File: src/rtl/gp1_pkg.sv
// Shared constants for the eight-pin general-purpose port.
package gp1_pkg;
  // --------------------------------------------------------------------------
  // Widths
  // --------------------------------------------------------------------------
  localparam int GP1_W = 8;
  localparam int GP1_AW = 4;
  localparam int GP1_SYNC_STAGES = 2;

  // --------------------------------------------------------------------------
  // Register map
  // --------------------------------------------------------------------------
  localparam logic [GP1_AW-1:0] GP1_OFS_LATCH = 4'h0;
  localparam logic [GP1_AW-1:0] GP1_OFS_DIR = 4'h1;
  localparam logic [GP1_AW-1:0] GP1_OFS_PULL = 4'h2;

  // --------------------------------------------------------------------------
  // Reset values and pin masks
  // --------------------------------------------------------------------------
  localparam logic [GP1_W-1:0] GP1_RST_LATCH = 8'h00;
  localparam logic [GP1_W-1:0] GP1_RST_DIR = 8'h00;
  localparam logic [GP1_W-1:0] GP1_RST_PULL = 8'h00;
  localparam logic [GP1_W-1:0] GP1_RD_ZERO = 8'h00;
  localparam logic [GP1_W-1:0] GP1_OPEN_DRAIN_MASK = 8'h00;
  localparam logic [GP1_W-1:0] GP1_NO_PULLUP_MASK = 8'h04;
  localparam int GP1_PIN_TWO = 2;
  localparam int GP1_PIN_FOUR = 4;
  localparam int GP1_PIN_SIX = 6;
endpackage

File: src/rtl/gp1_port.sv
// Eight-pin general-purpose I/O port with latch, direction and pull-up registers.
//
// The address map and the strobed register port were left to the implementer.
`timescale 1ns/1ps
module gp1_port #(
  parameter logic [gp1_pkg::GP1_W-1:0] OPEN_DRAIN_MASK = gp1_pkg::GP1_OPEN_DRAIN_MASK,
  parameter logic [gp1_pkg::GP1_W-1:0] NO_PULLUP_MASK = gp1_pkg::GP1_NO_PULLUP_MASK
) (
  input wire logic mclk,
  input wire logic rst,
  input wire logic [gp1_pkg::GP1_AW-1:0] addr,
  input wire logic [gp1_pkg::GP1_W-1:0] wdata,
  input wire logic wr_stb,
  input wire logic rd_stb,
  input wire logic rd_rmw,
  output logic [gp1_pkg::GP1_W-1:0] rdata,
  input wire logic standby_stop_watch,
  input wire logic standby_float_select,
  input wire logic [1:0] ext_irq_control_zero,
  input wire logic [1:0] irq_pin_select_control,
  input wire logic [gp1_pkg::GP1_W-1:0] periph_oe,
  input wire logic [gp1_pkg::GP1_W-1:0] periph_out,
  output logic [gp1_pkg::GP1_W-1:0] periph_in,
  input wire logic [gp1_pkg::GP1_W-1:0] pin_in,
  output logic [gp1_pkg::GP1_W-1:0] pin_out,
  output logic [gp1_pkg::GP1_W-1:0] pin_oe_n,
  output logic [gp1_pkg::GP1_W-1:0] pin_pullup_en
);
  import gp1_pkg::*;

  // --------------------------------------------------------------------------
  // Registers and nets
  // --------------------------------------------------------------------------
  logic [GP1_W-1:0] port_output_latch_q;
  logic [GP1_W-1:0] port_output_latch_d;
  logic [GP1_W-1:0] port_direction_q;
  logic [GP1_W-1:0] port_direction_d;
  logic [GP1_W-1:0] port_resistor_enable_q;
  logic [GP1_W-1:0] port_resistor_enable_d;
  logic [GP1_W-1:0] rdata_q;
  logic [GP1_W-1:0] rdata_d;
  logic [GP1_W-1:0] pin_sync;

  wire sel_latch;
  wire sel_dir;
  wire sel_pull;
  wire wr_latch;
  wire wr_dir;
  wire wr_pull;
  wire float_force;
  wire [GP1_W-1:0] keep_input;
  wire [GP1_W-1:0] pin_level;
  wire [GP1_W-1:0] port_owned;
  wire [GP1_W-1:0] latch_view;
  wire [GP1_W-1:0] read_mux;

  // --------------------------------------------------------------------------
  // Address decode
  // --------------------------------------------------------------------------
  assign sel_latch = (addr == GP1_OFS_LATCH);
  assign sel_dir = (addr == GP1_OFS_DIR);
  assign sel_pull = (addr == GP1_OFS_PULL);
  assign wr_latch = wr_stb & sel_latch;
  assign wr_dir = wr_stb & sel_dir;
  assign wr_pull = wr_stb & sel_pull;

  // --------------------------------------------------------------------------
  // Register next values
  // --------------------------------------------------------------------------
  // The latch takes every write whatever the direction, so an input pin
  // can be preloaded before it is turned into an output.
  assign port_output_latch_d = wr_latch ? wdata : port_output_latch_q;
  assign port_direction_d = wr_dir ? wdata : port_direction_q;
  // Bit two is stored like any other even though its pin has no pull-up.
  assign port_resistor_enable_d = wr_pull ? wdata : port_resistor_enable_q;

  always_ff @(posedge mclk)
  begin
    if (rst)
    begin
      port_output_latch_q <= GP1_RST_LATCH;
      port_direction_q <= GP1_RST_DIR;
      port_resistor_enable_q <= GP1_RST_PULL;
    end
    else
    begin
      port_output_latch_q <= port_output_latch_d;
      port_direction_q <= port_direction_d;
      port_resistor_enable_q <= port_resistor_enable_d;
    end
  end

  // --------------------------------------------------------------------------
  // Input path
  // --------------------------------------------------------------------------
  gp1_sync #(
    .W(GP1_W)
  ) u_sync (
    .mclk(mclk),
    .rst(rst),
    .d(pin_in),
    .q(pin_sync)
  );

  // Float is applied only in stop or watch with the select bit set.
  assign float_force = standby_stop_watch & standby_float_select;

  // Pins four and six stay open as wake sources when both enables are set.
  generate
    for (genvar i = 0; i < GP1_W; i++)
    begin : g_keep
      if (i == GP1_PIN_FOUR)
      begin : g_four
        assign keep_input[i] = ext_irq_control_zero[0] & irq_pin_select_control[0];
      end
      else if (i == GP1_PIN_SIX)
      begin : g_six
        assign keep_input[i] = ext_irq_control_zero[1] & irq_pin_select_control[1];
      end
      else
      begin : g_plain
        assign keep_input[i] = 1'b0;
      end
    end
  endgenerate

  // Blocking the input avoids leakage through a floating receiver.
  assign pin_level = float_force ? (pin_sync & keep_input) : pin_sync;
  assign periph_in = pin_level;

  // --------------------------------------------------------------------------
  // Pin cells
  // --------------------------------------------------------------------------
  generate
    for (genvar i = 0; i < GP1_W; i++)
    begin : g_pin
      gp1_pin_cell #(
        .OPEN_DRAIN(OPEN_DRAIN_MASK[i]),
        .HAS_PULLUP(~NO_PULLUP_MASK[i])
      ) u_cell (
        .dir(port_direction_q[i]),
        .latch(port_output_latch_q[i]),
        .periph_oe(periph_oe[i]),
        .periph_out(periph_out[i]),
        .float_force(float_force),
        .pull_bit(port_resistor_enable_q[i]),
        .pin_out(pin_out[i]),
        .pin_oe_n(pin_oe_n[i]),
        .pullup_en(pin_pullup_en[i])
      );
    end
  endgenerate

  // --------------------------------------------------------------------------
  // Read path
  // --------------------------------------------------------------------------
  // A pin counts as port-owned output only when no peripheral drives it.
  assign port_owned = port_direction_q & ~periph_oe;
  // Read-modify-write must see the latch, or a bit update would copy pin
  // levels of input pins back into their latches.
  assign latch_view = rd_rmw ? port_output_latch_q
    : ((port_output_latch_q & port_owned) | (pin_level & ~port_owned));
  assign read_mux = sel_latch ? latch_view
    : sel_dir ? port_direction_q
    : sel_pull ? port_resistor_enable_q
    : GP1_RD_ZERO;
  assign rdata_d = rd_stb ? read_mux : GP1_RD_ZERO;

  always_ff @(posedge mclk)
  begin
    if (rst)
    begin
      rdata_q <= GP1_RD_ZERO;
    end
    else
    begin
      rdata_q <= rdata_d;
    end
  end

  assign rdata = rdata_q;

  wire [GP1_W-1:0] own_drive;
  assign own_drive = port_owned & ~OPEN_DRAIN_MASK & {GP1_W{~float_force}};
endmodule

File: src/rtl/gp1_sync.sv
// Two-flop level synchroniser for a vector of pin inputs.
`timescale 1ns/1ps
module gp1_sync #(
  parameter int W = 8
) (
  input wire logic mclk,
  input wire logic rst,
  input wire logic [W-1:0] d,
  output logic [W-1:0] q
);
  import gp1_pkg::*;

  logic [W-1:0] meta_q;

  // --------------------------------------------------------------------------
  // Stages
  // --------------------------------------------------------------------------
  // The first stage feeds only the second, so no logic sees a metastable bit.
  always_ff @(posedge mclk)
  begin
    if (rst)
    begin
      meta_q <= '0;
      q <= '0;
    end
    else
    begin
      meta_q <= d;
      q <= meta_q;
    end
  end
endmodule

File: src/rtl/gp1_pin_cell.sv
// Output driver, open-drain and pull-up control for one port pin.
`timescale 1ns/1ps
module gp1_pin_cell #(
  parameter bit OPEN_DRAIN = 1'b0,
  parameter bit HAS_PULLUP = 1'b1
) (
  input wire logic dir,
  input wire logic latch,
  input wire logic periph_oe,
  input wire logic periph_out,
  input wire logic float_force,
  input wire logic pull_bit,
  output logic pin_out,
  output logic pin_oe_n,
  output logic pullup_en
);
  import gp1_pkg::*;

  wire drive_req;
  wire drive_val;
  wire driving;

  // --------------------------------------------------------------------------
  // Driver
  // --------------------------------------------------------------------------
  // A peripheral output takes the pin over the latch; float overrides both.
  assign drive_req = (dir | periph_oe) & ~float_force;
  assign drive_val = periph_oe ? periph_out : latch;
  // An open-drain pin only ever pulls low; a high value leaves it floating.
  assign driving = drive_req & ~(OPEN_DRAIN & drive_val);
  assign pin_out = drive_val;
  assign pin_oe_n = ~driving;

  // --------------------------------------------------------------------------
  // Pull-up
  // --------------------------------------------------------------------------
  // The pull-up is dropped while the pin is driven low to save current.
  assign pullup_en = HAS_PULLUP & pull_bit & ~(driving & ~drive_val);
endmodule

File: config.mk
export PLATFORM = sky130hd
export DESIGN_NAME = gp1_port
export DESIGN_NICKNAME = d
export VERILOG_FILES = /design/src/rtl/gp1_pkg.sv /design/src/rtl/gp1_port.sv /design/src/rtl/gp1_sync.sv /design/src/rtl/gp1_pin_cell.sv
export SDC_FILE = /design/constraint.sdc
export NUM_CORES = 1
export LEC_CHECK = 0
export BUFFER_PORTS_ARGS = -buffer_cell sky130_fd_sc_hd__buf_4
export CAP_MARGIN = 0
export CELL_PAD_IN_SITES_DETAIL_PLACEMENT = 1
export CELL_PAD_IN_SITES_GLOBAL_PLACEMENT = 2
export CORE_UTILIZATION = 30
export DETAILED_ROUTE_END_ITERATION = 8
export HOLD_SLACK_MARGIN = 0.1
export PLACE_DENSITY_LB_ADDON = 0.1
export SLEW_MARGIN = 0
export SYNTH_ARGS = -nofsm -noshare
export SYNTH_HDL_FRONTEND = slang
export SYNTH_SLANG_ARGS = --single-unit
File: constraint.sdc
create_clock -name mclk -period 2.49 [get_ports mclk]
set_clock_uncertainty 0.1 [all_clocks]
set_input_delay 0.6225 -clock mclk [delete_from_list [all_inputs] [get_ports mclk]]
set_output_delay 0.6225 -clock mclk [all_outputs]
set_load 0.03 [all_outputs]
# [After elaboration in Yosys (flattened, before gate mapping)]
# Index checks and enable logic that the tools add are counted.
[word_totals] ff_bits=48 in_bits=47 out_inout_bits=40
[op_classes] n_eq_ne=2 mux=13 n_bitwise=67 reduce_logical=2
[ops] op="$mux W8" count=5
[ops] op="$and A1 B1 Y1" count=28
[ops] op="$and A8 B8 Y8" count=3
[ops] op="$not A1 Y1" count=24
[ops] op="$not A8 Y8" count=2
[ops] op="$and A8 B7 Y8" count=1
[ops] op="$mux W1" count=8
[ops] op="$or A1 B1 Y1" count=8
[ops] op="$or A8 B8 Y8" count=1
[ops] op="$eq A4 B1 Y1 const B" count=1
[ops] op="$eq A4 B2 Y1 const B" count=1
[ops] op="$logic_not A4 Y1" count=1
[ops] op="$reduce_or A2 Y1" count=1

# [Depth between registers and ports, before layout]
[logic_depth] word_depth=7 mapped_depth=5 mapped_depth_nobuf=4

# [Modules after synthesis]
# From an unflattened synthesis, not the netlist that was laid out.
[unflattened] hier_cells=273 hier_area_um2=2451.1
[by_module_without_submodules] module="gp1_port" n_inst=1 cells_each=201 area_each_um2=1655.3 seq_area_each_um2=640.6
[by_module_without_submodules] module="gp1_sync" n_inst=1 cells_each=33 area_each_um2=464.2 seq_area_each_um2=320.3
[by_module_without_submodules] module="gp1_pin_cell (g_pin[0].u_cell ...)" n_inst=7 cells_each=5 area_each_um2=42.5 seq_area_each_um2=0.0
[by_module_without_submodules] module="gp1_pin_cell (g_pin[2].u_cell)" n_inst=1 cells_each=4 area_each_um2=33.8 seq_area_each_um2=0.0

# [Worst setup path after synthesis]
# No wires, ideal clock.
[synth_timing] path_kind="input-to-output" from="input port standby_stop_watch" to="output port pin_pullup_en[0] (netlist bit)" arrival_ps=1399 t_required_ps=1767 setup_slack_ps=369 cell_stages=5 n_path_buf=2 path_cell_list="nand2_1 > clkbuf_1 > o21ai_0 > o21a_1 > buf_4"
[synth_between] elab_chain_len=6
[synth_lines] item="start: declaration" line_no="gp1_port.sv:17" rtl="input wire logic standby_stop_watch,"
[synth_lines] item="$and A1 B1 Y1" line_no="gp1_port.sv:106" rtl="assign float_force = standby_stop_watch & standby_float_select;"
[synth_lines] item="$not A1 Y1" line_no="gp1_pin_cell.sv:27" rtl="assign drive_req = (dir | periph_oe) & ~float_force;"
[synth_lines] item="$and A1 B1 Y1" line_no="gp1_pin_cell.sv:27"
[synth_lines] item="$and A1 B1 Y1" line_no="gp1_pin_cell.sv:38" rtl="assign pullup_en = HAS_PULLUP & pull_bit & ~(driving & ~drive_val);"
[synth_lines] item="$not A1 Y1" line_no="gp1_pin_cell.sv:38"
[synth_lines] item="$and A1 B1 Y1" line_no="gp1_pin_cell.sv:38"
[synth_lines] item="end: declaration" line_no="gp1_port.sv:27" rtl="output logic [gp1_pkg::GP1_W-1:0] pin_pullup_en"
# Every way passes these cells.

# [Worst setup path in the final report]
[layout_timing] from="input port standby_stop_watch" to="output port pin_pullup_en[7] (netlist bit)"
# The elaborated chain is that of the path after synthesis.

==> impl_results.md <==
* Synth cell types at 27
* First-pass GRT wire length at just under 9000 µm
* Worst setup endpoint: pin_pullup_en[7]
* RSZ-0062 raised after global routing: no
* Number of global-route vias before repair at between 1,500 and 2,000
* Area of the multi-input gates at 1050 µm²
* Leakage Power at between 1 and 1.5 nW
* N_diodes at 0
* Worst Setup End Kind: output port
* Hold Path Class: reg -> reg
* Max-slew violations at 0
* CTS clk-pin slew, worst paths at around 80 ps
* R2r endpoint: rdata[0]
* Reg2Reg Depth at 3
* Layout cells sized above 1 at a little over a third
* Register area at about 960 µm²
* Starting density of the core at between 30% and 40%
* Crit path time final at roughly 2200 ps
* Post-Place Setup Slack at between 200 and 300 ps
* Post-synthesis sequential area ratio at a little over two fifths
* Area after DPL at 2870 µm²
* Drt total wl at roughly 6100 µm
* Post-synth top area cell: dfxtp_1
* Die X at 89.3 µm
* Worst VDD drop at roughly 200 µV
* Synth Instances at roughly 250
* Die Height at about 89 µm
* Area grow syn2layout at 30.3%
* Top cells by area, synth: dfxtp_1 (42%), mux2i_1 (13%), buf_4 (7.9%)
* Maximum clock path buffer count at 2
* Actual slew at the worst max-slew pin at 532 ps
* Relative slew slack at 64.3%
* RR Startpoint: port_direction_q[0]
* TritonCTS buffer count at 5
* Iteration-0 DRC Markers at 37
* Std cell rows at 31
* Syn_area_per_cell at between 9 and 10 µm²
* Final Util at slightly above 40%
* Critical path fanouts, max at 14
* Status: complete, no violations
* Seq cells post-synth at 48
* CTS sink count at 48
* Fin crit share at 88.9%
* Crit Path Class: in -> out
* Synthesized Nets at approximately 300
* R2r setup slk at ~1400 ps
* Post-Layout Cell Count at approximately 420
* Final #Nets at approximately 360
* Wirelength per Cell at 14.6 µm
* CTS tree: done
* CP Launch Type: primary input
* Finished Cell Area at between 2000 and 3000 µm²
* Final Hold Vio Count at 0
* Remaining global-route overflow at 0
* DRC Markers at 0
* Synth warnings at 0
* ANT nets after route at 0
* Vias per cell at approximately 4.5
* Top cell type's share of synthesized area at ~42%
* Final setup TNS at 0 ps
* IO buf count at 85
* Cell total after placement at between 400 and 500
* Setup Viol. Count Final at 0
* Fillers at 894
* Synthesized area at ~2300 µm²
* Max-Cap Viols at 0
* Total number of vias at ~1,900
* Die area at ~8000 µm²
* Gr usage total at approximately 15%
* Initial antenna violation count at 0
* Core Region at 7290 µm²
* Final setup margin at about 280 ps
* Post-CTS setup buffer count at 0
* Root Buffer: clkbuf_8
* Pre-Repair DR Iteration Count at 3
* Power Density at 539 nW/µm²
* Max Clk Rate at ~450 MHz
* Htree depth at 2
* Worst endpoint data arrival time at about 1500 ps
* # IOs at 87
* Insertion delay to the later sink of the worst-skew pair at about 300 ps
* Hold_buf cts at 0
* Worst Setup SP: standby_stop_watch
* Post-DP HPWL at around 4400 µm
* Cts repair resizes at 0
* WP data required at 1770 ps
* Largest net degree at the start of global routing at between 40 and 50
* GPL Wtd Cong at between 0.6 and 0.7
-- worst max-delay path: stages --
cell and delay [ps]:
buf_4 120, nand2_1 100, buf_12 150, o21ai_0 130, o21a_1 210, buf_4 160
-- routing by layer --
layer / GRT usage [%] / wire length (µm) / up-vias
li1: - / - / 939
met1: 18.9 / 2690 / 882
met2: 27.1 / 3030 / 51
met3: 3.32 / 264 / 7
met4: 4.33 / 71 / 0
met5: 0 / 0 / -
-- where the power goes --
| group | switching (W) | total, W | internal, W | leakage (nW) |
|---|---|---|---|---|
| clock | 0.000260 | 0.000559 | 0.000298 | 0.0552 |
| sequential | 0.00000655 | 0.000791 | 0.000785 | 0.391 |
| combinational | 0.000139 | 0.000256 | 0.000117 | 1.01 |
-- worst min path at each step --
stage,startpoint,end,slack [ps],cells past startpoint
6_report,u_sync.meta_q[5],u_sync.q[5],340,1
5_1_grt,u_sync.meta_q[7],u_sync.q[7],360,1
4_1_cts,u_sync.meta_q[5],u_sync.q[5],350,1
3_5_place_dp,u_sync.meta_q[5],u_sync.q[5],330,1
3_3_place_gp,u_sync.meta_q[0],u_sync.q[0],320,1
2_1_floorplan,u_sync.meta_q[0],u_sync.q[0],310,1
-- cell families (layout without fill, tap and decap cells) --
group,Yosys count,in the layout,synth area share (%)
flip-flops,48,48,42.0
multiplexers,38,38,17.1
AO/OA/AOI/OAI,49,49,12.3
other,1,1,0.164
AND/OR/NAND/NOR,68,68,16.6
buffers and inverters,48,112,11.9
-- registers in the layout, indices dropped and copies added (netlist names) --
signal / cells
port_direction_q: 8
port_output_latch_q: 8
port_resistor_enable_q: 8
rdata: 8
u_sync.meta_q: 8
u_sync.q: 8
-- metrics by stage --
stage                     total power, W  hold WS [ps]
after floorplan                 0.000964           314
after global placement           0.00107           315
after detailed placement         0.00107           325
after CTS                        0.00163           347
after global routing             0.00168           359
final                            0.00161           340
-- cell usage in the layout, fill, tap and decap left out, types with 6 or more instances in the layout --
master and count:
o21ai_0 14, mux2i_1 30, a21oi_1 20, o21a_1 9, nor2b_1 21, and2_1 6, mux2_2 8, nor2_1 25
dfxtp_1 48, inv_1 16, buf_4 87
-- cell type report --
class                           instances  area share (%)
Tap cell                               99            4.16
Timing Repair Buffer                   88            22.6
Sequential cell                        48            32.3
Clock inverter                          2            1.18
Multi-Input combinational cell        156            35.4
Clock buffer                            6            2.44
Inverter                               16            2.02
-- cells in the mapped netlist --
cell type   n
nor2b_1    21
a21oi_1    20
nor2_1     25
clkbuf_1    7
a31oi_1     2
mux2_2      8
o21ai_0    14
buf_4      24
mux2i_1    30
inv_1      16
nand3_2     3
o21a_1      9
nor4_2      1
and2_1      6
nor2b_2     1
and2b_1     1
conb_1      1
nor2_2      1
nor4b_2     1
a22oi_1     2
nand2_1     5
nand3b_1    1
buf_2       1
a21boi_0    1
dfxtp_1    48
nand3_1     2
a211oi_1    1
No activity file was read; power rests on OpenSTA's default activity.
